File: config.mk
export PLATFORM = sky130hd
export DESIGN_NAME = dmx_exec
export DESIGN_NICKNAME = d
export VERILOG_FILES = /design/src/dmx_addr_calc.v /design/src/dmx_exec.v
export VERILOG_INCLUDE_DIRS = /design/src
export SDC_FILE = /design/constraint.sdc
export NUM_CORES = 1
export LEC_CHECK = 0
export ABC_AREA = 1
export CAP_MARGIN = 25
export CELL_PAD_IN_SITES_DETAIL_PLACEMENT = 0
export CELL_PAD_IN_SITES_GLOBAL_PLACEMENT = 1
export CORE_MARGIN = 5
export CORE_UTILIZATION = 40
export CTS_CLUSTER_DIAMETER = 200
export DETAILED_ROUTE_END_ITERATION = 8
export DONT_BUFFER_PORTS = 1
export PLACE_DENSITY_LB_ADDON = 0.3
export SLEW_MARGIN = 40
export SYNTH_ARGS = -nofsm -noshare
export SYNTH_HDL_FRONTEND = slang
export SYNTH_SLANG_ARGS = --single-unit
File: constraint.sdc
create_clock -name mclk -period 2.3 [get_ports mclk]
set_clock_uncertainty 0.2 [all_clocks]
set_input_delay 0.115 -clock mclk [delete_from_list [all_inputs] [get_ports mclk]]
set_output_delay 0.115 -clock mclk [all_outputs]
set_load 0.005 [all_outputs]
File: src/dmx_map.vh
`ifndef DMX_MAP_VH
`define DMX_MAP_VH
// operation codes presented by the instruction decoder
`define DMX_OP_NONE      3'h0
`define DMX_OP_IND_LOAD  3'h1
`define DMX_OP_IND_REL   3'h2
`define DMX_OP_BANK_LIT  3'h3
`define DMX_OP_PAGE_LIT  3'h4
`define DMX_OP_ACC_LIT   3'h5
`define DMX_OP_ACC_STORE 3'h6
// pointer update codes
`define DMX_UPD_PRE_INC  2'h0
`define DMX_UPD_PRE_DEC  2'h1
`define DMX_UPD_POST_INC 2'h2
`define DMX_UPD_POST_DEC 2'h3
// field widths
`define DMX_PTR_W   16
`define DMX_BANK_W  5
`define DMX_PAGE_W  7
`define DMX_DATA_W  8
`define DMX_OFS_W   6
`define DMX_FADDR_W 7
// reset values
`define DMX_RST_PTR  16'h0000
`define DMX_RST_BANK 5'h00
`define DMX_RST_PAGE 7'h00
`define DMX_RST_ACC  8'h00
// cycles an indirect load waits for the data memory before done
`define DMX_LOAD_CYCLES 1
`endif

File: src/dmx_addr_calc.v
`timescale 1ns/1ps
`include "dmx_map.vh"
// effective address and pointer write-back for one indirect access
module dmx_addr_calc #(
   parameter PTR_W = `DMX_PTR_W,
   parameter OFS_W = `DMX_OFS_W
) (
   input  wire [PTR_W-1:0] ptr,
   input  wire [1:0]       upd_code,
   input  wire             relative,
   input  wire [OFS_W-1:0] offset,
   output reg  [PTR_W-1:0] eff_addr,
   output reg  [PTR_W-1:0] ptr_next
);
   wire [PTR_W-1:0] ptr_inc;
   wire [PTR_W-1:0] ptr_dec;
   wire [PTR_W-1:0] ofs_ext;

   // 16-bit adders drop the carry so the pointer wraps
   assign ptr_inc = ptr + {{(PTR_W-1){1'b0}}, 1'b1}; // RQ6
   assign ptr_dec = ptr - {{(PTR_W-1){1'b0}}, 1'b1}; // RQ6
   assign ofs_ext = {{(PTR_W-OFS_W){offset[OFS_W-1]}}, offset}; // RQ4

   // pick address and write-back value by mode
   always @* begin
      eff_addr = ptr;
      ptr_next = ptr;
      if (relative) begin
         eff_addr = ptr + ofs_ext; // RQ3
         ptr_next = ptr;           // RQ4
      end else begin
         case (upd_code) // RQ2
            `DMX_UPD_PRE_INC: begin
               eff_addr = ptr_inc; // RQ3
               ptr_next = ptr_inc;
            end
            `DMX_UPD_PRE_DEC: begin
               eff_addr = ptr_dec; // RQ3
               ptr_next = ptr_dec;
            end
            `DMX_UPD_POST_INC: begin
               eff_addr = ptr;     // RQ3
               ptr_next = ptr_inc;
            end
            default: begin
               eff_addr = ptr;     // RQ3
               ptr_next = ptr_dec;
            end
         endcase
      end
   end
endmodule // dmx_addr_calc

File: src/dmx_exec.v
// Overview of operation
// (RQ1) indirect load reads pointed data into accumulator, sets zero flag
// (RQ2) update code 00 pre-inc, 01 pre-dec, 10 post-inc, 11 post-dec
// (RQ3) pre modes address pointer plus/minus one; post use pointer; relative adds
// (RQ4) relative offset is signed -32..31; pointer keeps its value
// (RQ5) indirect access port has no storage; it maps to pointed location
// (RQ6) pointers are 16 bits and wrap modulo 65536
// (RQ7) bank literal loads 5-bit value into bank select, flags untouched
// (RQ8) page literal loads 7-bit value into upper latch, flags untouched
// (RQ9) accumulator literal loads 8-bit value, no flags, one cycle
// (RQ10) store copies accumulator to 7-bit file address, no flags, one cycle
// (RQ11) one-bit select chooses which pointer is used and updated
`timescale 1ns/1ps
`include "dmx_map.vh"
module dmx_exec #(
   parameter PTR_W   = `DMX_PTR_W,
   parameter DATA_W  = `DMX_DATA_W
) (
   input  wire                     mclk,
   input  wire                     rst_n,
   input  wire                     op_valid,
   input  wire [2:0]               op_code,
   input  wire                     ptr_sel,
   input  wire [1:0]               pointer_update_code,
   input  wire [`DMX_OFS_W-1:0]    rel_offset,
   input  wire [DATA_W-1:0]        literal,
   input  wire [`DMX_FADDR_W-1:0]  file_addr,
   input  wire [DATA_W-1:0]        mem_rdata,
   output reg  [PTR_W-1:0]         mem_addr,
   output reg                      mem_rd,
   output reg  [`DMX_FADDR_W-1:0]  file_waddr,
   output reg  [DATA_W-1:0]        file_wdata,
   output reg                      file_we,
   output wire                     busy,
   output reg                      done,
   output reg  [DATA_W-1:0]        accumulator,
   output reg                      zero_flag,
   output reg  [`DMX_BANK_W-1:0]   bank_select_register,
   output reg  [`DMX_PAGE_W-1:0]   program_counter_upper_latch,
   output wire [PTR_W-1:0]         pointer_register0,
   output wire [PTR_W-1:0]         pointer_register1
);
   localparam ST_IDLE = 1'b0;
   localparam ST_READ = 1'b1;

   reg              state_q;
   reg              state_d;
   reg [PTR_W-1:0]  ptr_q [0:1];
   reg [PTR_W-1:0]  ptr_d0;
   reg [PTR_W-1:0]  ptr_d1;
   wire [PTR_W-1:0] sel_ptr;
   wire [PTR_W-1:0] eff_addr;
   wire [PTR_W-1:0] ptr_next;
   wire             is_rel;
   wire             is_ind;

   // true for both indirect load forms
   function is_indirect;
      input [2:0] code;
      begin
         is_indirect = (code == `DMX_OP_IND_LOAD) ||
                       (code == `DMX_OP_IND_REL);
      end
   endfunction

   assign is_ind  = op_valid && (state_q == ST_IDLE) && is_indirect(op_code);
   assign is_rel  = (op_code == `DMX_OP_IND_REL);
   assign sel_ptr = ptr_q[ptr_sel]; // RQ11
   assign busy    = (state_q == ST_READ);
   assign pointer_register0 = ptr_q[0];
   assign pointer_register1 = ptr_q[1];

   dmx_addr_calc #(
      .PTR_W (PTR_W),
      .OFS_W (`DMX_OFS_W)
   ) u_addr (
      .ptr      (sel_ptr),
      .upd_code (pointer_update_code),
      .relative (is_rel),
      .offset   (rel_offset),
      .eff_addr (eff_addr),
      .ptr_next (ptr_next)
   );

   // next pointer values; only the selected pointer moves
   always @* begin
      ptr_d0 = ptr_q[0];
      ptr_d1 = ptr_q[1];
      if (is_ind) begin
         if (ptr_sel)
            ptr_d1 = ptr_next; // RQ11
         else
            ptr_d0 = ptr_next; // RQ11
      end
   end

   // state: indirect load waits one cycle for the data memory
   always @* begin
      case (state_q)
         ST_IDLE: state_d = is_ind ? ST_READ : ST_IDLE;
         ST_READ: state_d = ST_IDLE;
         default: state_d = ST_IDLE;
      endcase
   end

   // pointer storage and sequencing
   always @(posedge mclk) begin
      if (!rst_n) begin
         state_q  <= ST_IDLE;
         ptr_q[0] <= `DMX_RST_PTR;
         ptr_q[1] <= `DMX_RST_PTR;
      end else begin
         state_q  <= state_d;
         ptr_q[0] <= ptr_d0; // RQ6
         ptr_q[1] <= ptr_d1; // RQ6
      end
   end

   // memory strobes: address is the pointed location, not a stored port
   always @(posedge mclk) begin
      if (!rst_n) begin
         mem_addr   <= `DMX_RST_PTR;
         mem_rd     <= 1'b0;
         file_waddr <= {`DMX_FADDR_W{1'b0}};
         file_wdata <= `DMX_RST_ACC;
         file_we    <= 1'b0;
      end else begin
         mem_rd  <= is_ind;
         file_we <= 1'b0;
         if (is_ind)
            mem_addr <= eff_addr; // RQ5
         if (op_valid && (state_q == ST_IDLE) &&
             (op_code == `DMX_OP_ACC_STORE)) begin
            file_waddr <= file_addr;   // RQ10
            file_wdata <= accumulator; // RQ10
            file_we    <= 1'b1;
         end
      end
   end

   // architectural registers; literals never touch the zero flag
   always @(posedge mclk) begin
      if (!rst_n) begin
         accumulator                 <= `DMX_RST_ACC;
         zero_flag                   <= 1'b0;
         bank_select_register        <= `DMX_RST_BANK;
         program_counter_upper_latch <= `DMX_RST_PAGE;
         done                        <= 1'b0;
      end else begin
         done <= 1'b0;
         if (state_q == ST_READ) begin
            accumulator <= mem_rdata;                  // RQ1
            zero_flag   <= (mem_rdata == {DATA_W{1'b0}}); // RQ1
            done        <= 1'b1;
         end else if (op_valid) begin
            case (op_code)
               `DMX_OP_BANK_LIT: begin
                  bank_select_register <= literal[`DMX_BANK_W-1:0]; // RQ7
                  done <= 1'b1;
               end
               `DMX_OP_PAGE_LIT: begin
                  program_counter_upper_latch <=
                     literal[`DMX_PAGE_W-1:0]; // RQ8
                  done <= 1'b1;
               end
               `DMX_OP_ACC_LIT: begin
                  accumulator <= literal; // RQ9
                  done        <= 1'b1;
               end
               `DMX_OP_ACC_STORE: begin
                  done <= 1'b1; // RQ10
               end
               default: begin
                  done <= 1'b0;
               end
            endcase
         end
      end
   end
endmodule // dmx_exec

# --- Word-level counts from Yosys, hierarchy flattened ---
# Memory sizes are Yosys's and may differ from the RTL's.
# Cells that the tools add are included.
classes:
  add_sub_neg: 3
  eq_ne: 8
  n_mux: 21
  n_bitwise: 3
  reduce_logical: 13
ops:
  columns: ["operator", "count"]
  rows:
  - ["two-way mux 16 bit", 9]
  - ["one-hot mux 16 bit (2 select lines)", 1]
  - ["two-way mux 8 bit", 3]
  - ["adder 16 x 1 -> 16 bit (second input constant)", 1]
  - ["adder 16 bit", 1]
  - ["subtractor 16 x 1 -> 16 bit (second input constant)", 1]
  - ["equality test 3 bit (second input constant)", 3]
  - ["zero test 8 bit", 1]
  - ["two-way mux 1 bit", 7]
  - ["equality test 3 x 2 -> 1 bit (second input constant)", 2]
  - ["AND reduction 3 bit", 2]
  - ["nonzero test 2 bit", 2]
  - ["OR reduction 4 bit", 1]
  - ["equality test 3 x 1 -> 1 bit (second input constant)", 1]
  - ["logical AND 1 bit", 3]
  - ["equality test 2 x 1 -> 1 bit (second input constant)", 1]
  - ["equality test 2 bit (second input constant)", 1]
  - ["zero test 2 bit", 1]
  - ["bitwise OR 1 bit", 2]
  - ["one-hot mux 1 bit (2 select lines)", 1]
  - ["AND reduction 2 bit", 1]
  - ["OR reduction 2 bit", 1]
  - ["logical OR 1 bit", 1]
  - ["inverter 1 bit", 1]
word_totals:
  register_bits: 56
  mem_bits_rw: 32
  in_bits: 38
  output_inout_bits: 88
  word_cells: 60
  mem_count: 1
memory_table:
  columns: ["name", "depth", "width", "rd", "rd_ports_with_merged_regs", "write_ports", "line", "text"]
  rows:
  - ["ptr_q", 2, 16, 3, 0, 2, "dmx_exec.v:48", "reg [PTR_W-1:0] ptr_q [0:1];"]

# --- Longest topological paths before layout ---
# Gate-level depths: netlist of the first run.
depth:
  depth_word: 7
  mapped_depth: 19
  mapped_depth_nobuf: 17

# --- By module ---
# From an unflattened synthesis of the first run, not the netlist that was laid out.
hier_totals:
  hier_cells: 1112
  hier_area_um2: 6530.0
by_module_without_submodules:
  columns: ["mod", "instances", "cells_each", "area_each_um2", "seq_area_each_um2"]
  rows:
  - ["dmx_exec", 1, 578, 3887.5, 1761.7]
  - ["dmx_addr_calc", 1, 534, 2642.5, 0.0]

# --- Worst setup path after synthesis of the first run ---
# No wires, ideal clock.
synth_path:
  kind: "register to register"
  start: "memory ptr_q[0][0] (netlist bit)"
  end: "register mem_addr[14]"
  setup_time_ps: 109
  arrival_ps: 2132
  required_time_ps: 1991
  slack_ps: -141
  stages_incl_launch_ff: 18
  n_path_buf: 0
  period_less_slack_ps: 2441
  path_cell_list: "dfxtp_1 -> inv_2 -> o21ai_1 -> ha_1 -> inv_1 -> fa_1 -> inv_1 -> nand3_1 -> nand2_1 -> nand3_1 -> nand2_1 -> nand3_1 -> nand2_1 -> a21oi_1 -> o21ai_0 -> nand3_1 -> nand2_1 -> inv_1"
synth_lines:
  columns: ["element", "line", "text"]
  rows:
  - ["start, declared", "dmx_exec.v:48", null]
  - ["end signal, assigned", "dmx_exec.v:122", "mem_addr <= `DMX_RST_PTR;"]
  - ["end signal, assigned", "dmx_exec.v:131", "mem_addr <= eff_addr;"]
  - ["end, declared", "dmx_exec.v:29", "output reg [PTR_W-1:0] mem_addr,"]

==> summary.md, run 1 <==
| Metric | Value |
|---|---|
| Overall Power | `3.983 mW` |
| Starting density of the core | `0.4053` |
| # IOs | `126` |
| Yosys cell types | `41` |
| CTS Buf Count | `9` |
| Crit path largest cell delay | `0.33 ns` |
| EDFF count, synth | `0` |
| FF-to-FF path depth | `17` |
| Final min period | `2.257 ns` |
| Vias in the first global route | `5777` |
| H-Tree Depth | `3` |
| Full die area | `17190 µm²` |
| Hold Fails Final Rpt | `1` |
| CP required | `2.36 ns` |
| Post-synth ARST share | `0` |
| Crit. End Element | `flop` |
| Worst flop-to-flop path startpoint | `ptr_q[0][0]$_SDFFE_PN0P_` |
| PD cells | `546.6 nW/µm²` |
| Hold Crit Start | `pointer_update_code[0]` |
| #FFs+latches synth | `88` |
| Buffers added on ports | `0` |
| Initial drt markers | `395` |
| Post-DR wirelength/cell | `16.13 µm` |
| Reg2Reg Capture Point | `mem_addr[14]$_SDFFE_PN0P_` |
| First-pass DRT Iterations | `5` |
| Worst skew pair latency | `0.36 ns` |
| Top routing layer used | `met4` |
| Routability congestion estimate | `0.9169` |
| Syn Area/Cell | `6.256 µm²` |
| Number of diodes | `0` |
| Arr. time, crit path | `2.32 ns` |
| Clock buffer depth | `2` |
| Reg power frac | `0.411` |
| Worst min path class | `primary input to flop` |
| Slowest-stage cell, CP | `dfxtp_2` |
| Mux cell area share after synthesis | `0` |
| Synthesized Nets | `994` |
| Remaining DRCs | `0` |
| Primary FF master, synth | `dfxtp_1` |
| Root Driver | `clkbuf_16` |
| Placed insts | `1137` |
| Total Wirelength | `19450 µm` |
| Final Max Slew Viols | `0` |
| Hold Path Sink | `mem_addr[5]$_SDFFE_PN0P_` |
| Final hold slack | `-0.001970 ns` |
| Post-synthesis simple-gate area fraction | `0.3488` |
| Area growth syn-to-layout | `24.20%` |
| Largest net degree at the start of global routing | `63` |
| Ratio of cells with drive above 1 in the final layout | `0.1644` |
| Mapped Area | `5868 µm²` |
| Final ANT Viol Nets | `0` |
| Vias/cell | `5.192` |
| CP Class | `flop to flop` |
| Status | `complete, but fails checks` |
| Nets | `1073` |
| Routed via count | `6261` |
| Compound-Gate Fraction of Synth Area | `0.1966` |
| Hold depth | `4` |
| Internal power | `2.684 mW` |
| Pleak | `3.370 nW` |
| Row count | `44` |
| Non-Filler Instances | `1206` |
| RSZ-0062 raised after global routing | `yes` |
| Reg2Reg Setup Slack | `0.04 ns` |
| Failing checks | `hold timing` |
| Critical path launch point type | `flop` |
| Max Cap Viol | `0` |
| Fmax | `443.0 MHz` |
| Clock transition at path regs | `0.07 ns` |
| CTS tree | `yes` |
| Rel. slew slack | `0.5131` |
| Chip height | `131.1 µm` |
| Final HPWL DP | `14220 µm` |
| Clock share of power | `0.375` |
| Combinational power share | `0.215` |
| Met3 WL post-DR | `1403 µm` |
| CORE AREA | `14480 µm²` |
| Largest family of logic cells by synthesized area | `simple AND/OR/NAND/NOR gates` |
| CP Max Fanout | `4` |
| Clock sinks | `88` |
| Tcrit/Tclk final | `0.9814` |
| Worst Max-Slew Pin Slew | `0.7295 ns` |
| CP Cell Sequence | `inv_2 > o21ai_4 > ha_4 > inv_2 > fa_2 > inv_2 > nand3_2 > nand2_4 > nand3_2 > nand2_2 > nand3_2 > nand2_2 > a21oi_2 > o21ai_1 > nand3_1 > nand2_1 > inv_1` |
| Routed wl met2 | `9521 µm` |
| Grt ovf | `0` |
| Worst VDD drop | `0.0003197 V` |
| Endpoints failing setup | `0` |
| First-pass GRT wire length | `31110 µm` |
| Die width | `131.1 µm` |
| Xor/xnor share of the synthesized area | `0.01791` |
| Post-Synth Adder-Cell Area | `0.03966` |
| Psw | `1.299 mW` |
| Synth warn | `0` |
| Initial antenna violation count | `0` |
| GRT Total Usage | `0.2196` |
| Met1 wire length | `8110 µm` |
| Register area share after synthesis | `0.3002` |
| Sw frac | `0.3261` |
| Mapped Cells | `938` |
[power by group through the flow]
stage | sequential (mW) | clock, mW | combinational (mW)
floorplan | 1.66 | 0 | 0.544
global placement | 1.67 | 0 | 0.717
detailed placement | 1.67 | 0 | 0.716
CTS | 1.64 | 1.52 | 0.816
global route | 1.65 | 1.60 | 0.958
finish | 1.64 | 1.49 | 0.855
[cell usage in the layout, fill, tap and decap left out, drive strengths merged]
cell         instances
nand2              254
nor2               126
o21ai              116
inv                102
dfxtp               88
a21oi               73
nand3               71
buf                 60
dlygate4sd3         44
ha                  17
a31oi               11
xor2                10
clkbuf               9
nand4                8
o211ai               7
nor3                 5
clkinv               5
o21bai               4
xnor2                2
a21o                 2
nor4                 2
or2                  2
o22ai                1
o31ai                1
nand3b               1
fa                   1
[state kept, by name, summed over array words and instances (netlist names), 5 cells and up]
name	count
file_waddr	7
accumulator	8
program_counter_upper_latch	7
mem_addr	16
ptr_q	32
file_wdata	8
bank_select_register	5
[synth_stat cells (5+ instances only)]
library cell,number,area [µm²]
a21oi_1,71,355.3
a31oi_1,11,68.82
buf_2,11,55.05
buf_6,5,56.30
clkbuf_1,18,67.56
dfxtp_1,88,1762
ha_1,17,212.7
inv_1,90,337.8
inv_2,6,22.52
nand2_1,226,848.3
nand2_2,23,143.9
nand2_4,5,56.30
nand3_1,69,345.3
nand4_1,8,50.05
nor2_1,115,431.7
nor2_2,7,43.79
o211ai_1,6,45.04
o21ai_0,105,525.5
o21ai_1,7,35.03
xor2_1,10,87.58
[through the flow]
stage	setup WS, ns	cell area, µm²	TNS (ns)	util
5_1_grt	-0.07087	7288	-0.2808	0.5034
2_1_floorplan	0.02967	5881	0	-
4_1_cts	-0.009177	7081	-0.009177	0.4890
3_5_place_dp	-0.1615	6304	-0.3234	0.4354
3_3_place_gp	-0.06524	6304	-0.06524	0.4354
6_report	0.04267	7288	0	0.5034
[area by class of cell]
| cell class | instances | area (µm²) |
|---|---|---|
| Inverter | 100 | 377.9 |
| Clock inverter | 7 | 71.32 |
| Multi-Input combinational cell | 714 | 3712 |
| Fill cell | 1519 | 7191 |
| Timing Repair Buffer | 104 | 907.1 |
| Clock buffer | 9 | 225.2 |
| Tap cell | 184 | 230.2 |
| Sequential cell | 88 | 1764 |
[repair_timing]
action / 4_1_cts / 5_1_grt
hold buffers: 44 / 1
hold endpoints to repair: 79 / 1
pin swaps: 2 / 10
setup endpoints to repair: 5 / 16
resized for setup: 8 / 36
buffers inserted: 2 / 6
[cell families after synthesis]
kind of cell,Yosys count
AO/OA/AOI/OAI,215
XOR/XNOR,12
adder cells (fa/ha/maj),18
buffers and inverters,136
flip-flops,88
AND/OR/NAND/NOR,469
[routing by layer]
layer  up-vias  global-route usage
li1       3226                   -
met1      2822              0.2695
met2       190              0.3730
met3        23             0.05466
met4         0             0.07852
met5         -                   0
[critical path: cells and delay by family (launching register included)]
family | cells | cell delay (ns)
simple gates | 8 | 0.65
fa+ha+maj | 2 | 0.49
flops | 1 | 0.33
compound gates | 3 | 0.31
buf+inv | 4 | 0.20
[worst max path at each step]
stage	startpoint	to	slack, ns
after floorplan	ptr_q[0][0]$_SDFFE_PN0P_	mem_addr[14]$_SDFFE_PN0P_	0.03
after global placement	ptr_q[0][0]$_SDFFE_PN0P_	mem_addr[14]$_SDFFE_PN0P_	-0.07
after detailed placement	ptr_q[0][0]$_SDFFE_PN0P_	mem_addr[14]$_SDFFE_PN0P_	-0.16
after CTS	ptr_q[0][0]$_SDFFE_PN0P_	mem_addr[14]$_SDFFE_PN0P_	-0.009
after global routing	ptr_q[1][0]$_SDFFE_PN0P_	mem_addr[14]$_SDFFE_PN0P_	-0.07
final	ptr_q[0][0]$_SDFFE_PN0P_	mem_addr[14]$_SDFFE_PN0P_	0.04
No activity file was read; power rests on OpenSTA's default activity.
==> inputs of run 2 (changes only) <==
Settings changed: CELL_PAD_IN_SITES_DETAIL_PLACEMENT 0 to not set, CELL_PAD_IN_SITES_GLOBAL_PLACEMENT 1 to not set, CORE_ASPECT_RATIO set to 0.7, CORE_UTILIZATION 40 to 58, SKIP_LAST_GASP set to 1.
==> run 2 against run 1 <==
The flow finishes with violations (setup timing). Clock-buffer cell count increased by 1. Utilization increased by 24 points. Register-to-register slack got worse by 0.10 ns. Clock power increased by 13%. Hold slack improved by 0.015 ns. Cell count decreased by 4.6%. Total power increased by 5.3%. Routed wire length increased by 2.3%. Via count increased by 8.0%. Cell area decreased by 0.17%. Die area decreased by 29%. Non-clock buffer count unchanged.
==> summary.md, run 2 (synthesis gave the netlist of run 1 again) <==
| Metric | Value |
|---|---|
| Status | `complete, but fails checks` |
| Failing checks | `setup timing` |
| Endpoints failing setup | `4 (+4)` |
| Largest net degree at the start of global routing | `62 (-1.6%)` |
| Initial drt markers | `812 (+110%)` |
| Number of diodes | `0 (unchanged)` |
| Fin area | `7276 µm² (-0.17%)` |
| Vias/cell | `5.880 (+13%)` |
| Crit path largest cell delay | `0.34 ns (about the same)` |
| Area growth syn-to-layout | `23.99%` |
| Worst Max-Slew Pin Slew | `0.7503 ns (+0.02084 ns)` |
| CP Class | `flop to flop` |
| Fillcell total | `765 (-50%)` |
| Routed via count | `6762 (+8.0%)` |
| Grt ovf | `0 (unchanged)` |
| Critical path launch point type | `flop` |
| Worst skew pair latency | `0.35 ns (about the same)` |
| Crit. End Element | `flop` |
| CORE AREA | `9797 µm² (-32%)` |
| Commonest cells after routing, fill and taps aside | `nand2_1, nor2_1, o21ai_0, inv_1, dfxtp_1` |
| Final Max Slew Viols | `0 (unchanged)` |
| CP Cell Sequence | `inv_2 > o21ai_4 > ha_4 > inv_2 > fa_2 > inv_2 > nand3_2 > nand2_4 > nand2_2 > nand2_2 > nand2_2 > nand2_2 > xor2_1 > nand2_1 > nand3_1 > nand2_1 > inv_1` |
| Final ANT Viol Nets | `0 (unchanged)` |
| RSZ-0062 raised after global routing | `yes` |
| Final WS setup | `-0.06212 ns (-0.1048 ns)` |
| Final HPWL DP | `13030 µm (-8.4%)` |
| Top Registers | `ptr_q x32, mem_addr x16` |
| Starting density of the core | `0.5990 (+0.1937)` |
| Buffers added on ports | `0 (unchanged)` |
| Tcrit/Tclk final | `1.027 (+0.04556)` |
| Fin util | `0.7427 (+0.2393)` |
| Fmax | `423.3 MHz (-4.4%)` |
| Post-place setup slack | `-0.05605 ns (+0.1055 ns)` |
| Slowest-stage cell, CP | `dfxtp_2` |
| Root Driver | `clkbuf_16` |
| Row count | `30 (-32%)` |
| Pleak | `3.392 nW (+0.66%)` |
| Arr. time, crit path | `2.46 ns (+0.14 ns)` |
| Worst min path class | `primary input to flop` |
| Remaining DRCs | `0 (unchanged)` |
| Full die area | `12260 µm² (-29%)` |
| Routability congestion estimate | `1.043 (+14%)` |
| Ratio of cells with drive above 1 in the final layout | `0.1732 (+0.008806)` |
| Die width | `130.2 µm (-0.69%)` |
| Placed Area | `6233 µm² (-1.1%)` |
| Setup TNS | `-0.1255 ns (-0.1255 ns)` |
| Total Wirelength | `19890 µm (+2.3%)` |
| H-Tree Depth | `3 (unchanged)` |
| PD cells | `576.4 nW/µm² (+5.5%)` |
| Clock transition at path regs | `0.07 ns (about the same)` |
| Most common cell after layout, fill and taps aside | `nand2_1` |
| Final min period | `2.362 ns (+0.1048 ns)` |
| CP required | `2.40 ns (+0.04 ns)` |
| Most frequent CP cell | `nand2_2` |
| Clock sinks | `88 (unchanged)` |
| GRT Total Usage | `0.3096 (+0.09002)` |
| Rel. slew slack | `0.4983 (-0.01483)` |
| Nets | `1073 (unchanged)` |
| First-pass GRT wire length | `30210 µm (-2.9%)` |
| Worst VDD drop | `0.0003804 V (+19%)` |
| Chip height | `94.16 µm (-28%)` |
| CP Max Fanout | `5 (+1)` |
| Initial antenna violation count | `0 (unchanged)` |
| Post-DR wirelength/cell | `17.30 µm (+7.2%)` |
| Max FFs per register | `32 (unchanged)` |
| Most flops, register | `ptr_q` |
| CTS tree | `yes` |
| # IOs | `126 (unchanged)` |
| CTS Buf Count | `9 (unchanged)` |
| Final hold slack | `0.01257 ns (+0.01454 ns)` |
| Vias in the first global route | `5986 (+3.6%)` |
| Max Cap Viol | `0 (unchanged)` |
| Clock buffer depth | `2 (unchanged)` |
| First-pass DRT Iterations | `6 (+1)` |
| Hold Fails Final Rpt | `0 (-1)` |
[run 2: cell types whose count changed in the layout (fill, tap and decap cells not counted), sizes merged]
cell / previous run / this run
bufinv: 0 / 2
buf: 60 / 64
clkinv: 5 / 3
dlygate4sd3: 44 / 40
inv: 102 / 100
clkbuf: 9 / 10
clkinvlp: 0 / 1
[run 2: routing by layer]
layer / track usage / vias up / share of wire
li1: - / 3215 / -
met1: 0.4267 / 3078 / 0.42
met2: 0.4625 / 429 / 0.43
met3: 0.09034 / 40 / 0.13
met4: 0.09862 / 0 / 0.017
met5: 0 / - / 0
[run 2: layout make-up]
class / instances / area, µm² / share of cell area
tap: 128 / 160.2 / 0.02201
clock inverter: 6 / 96.34 / 0.01324
clock buffer: 10 / 239.0 / 0.03285
timing repair buffer: 104 / 897.1 / 0.1233
inverter: 100 / 377.9 / 0.05193
multi-input combinational: 714 / 3742 / 0.5144
sequential: 88 / 1763 / 0.2423
[run 2: metrics by stage]
step                      std cells  power [mW]
after detailed placement       1081       2.372
after global routing           1150       4.363
after global placement         1081       2.363
after CTS                      1144       4.112
final                          1150       4.194
after floorplan                 938       2.204
[run 2: repair_timing]
| item | CTS | global route |
|---|---|---|
| hold endpoints to repair | 73 | 1 |
| pin swaps | 6 | 20 |
| gates resized for setup | 8 | 45 |
| setup endpoints to repair | 4 | 24 |
| setup buffers | 7 | 5 |
| hold buffers | 40 | 1 |
[run 2: path summary, 6_finish.rpt]
kind | startpoint | endpoint | slack (ns) | cells past startpoint
max | ptr_q[0][0]$_SDFFE_PN0P_ | mem_addr[10]$_SDFFE_PN0P_ | -0.06 | 17
max reg2reg | ptr_q[0][0]$_SDFFE_PN0P_ | mem_addr[10]$_SDFFE_PN0P_ | -0.06 | 17
min | ptr_sel | ptr_q[0][15]$_SDFFE_PN0P_ | 0.01 | 4
min reg2reg | ptr_q[0][1]$_SDFFE_PN0P_ | ptr_q[0][1]$_SDFFE_PN0P_ | 0.29 | 2
[run 2: where the power goes]
group	total (mW)	leakage [nW]	internal, mW	switching, mW
logic	0.881	2.51	0.335	0.546
clock network	1.68	0.162	0.998	0.679
registers	1.64	0.716	1.59	0.0512
[run 2: critical path, delay by kind of cell, from the launching register on]
kind	cells	cell delay (ns)
buffers and inverters	4	0.22
AO/OA/AOI/OAI	1	0.17
XOR/XNOR	1	0.18
flip-flops	1	0.34
AND/OR/NAND/NOR	9	0.70
adder cells (fa/ha/maj)	2	0.49
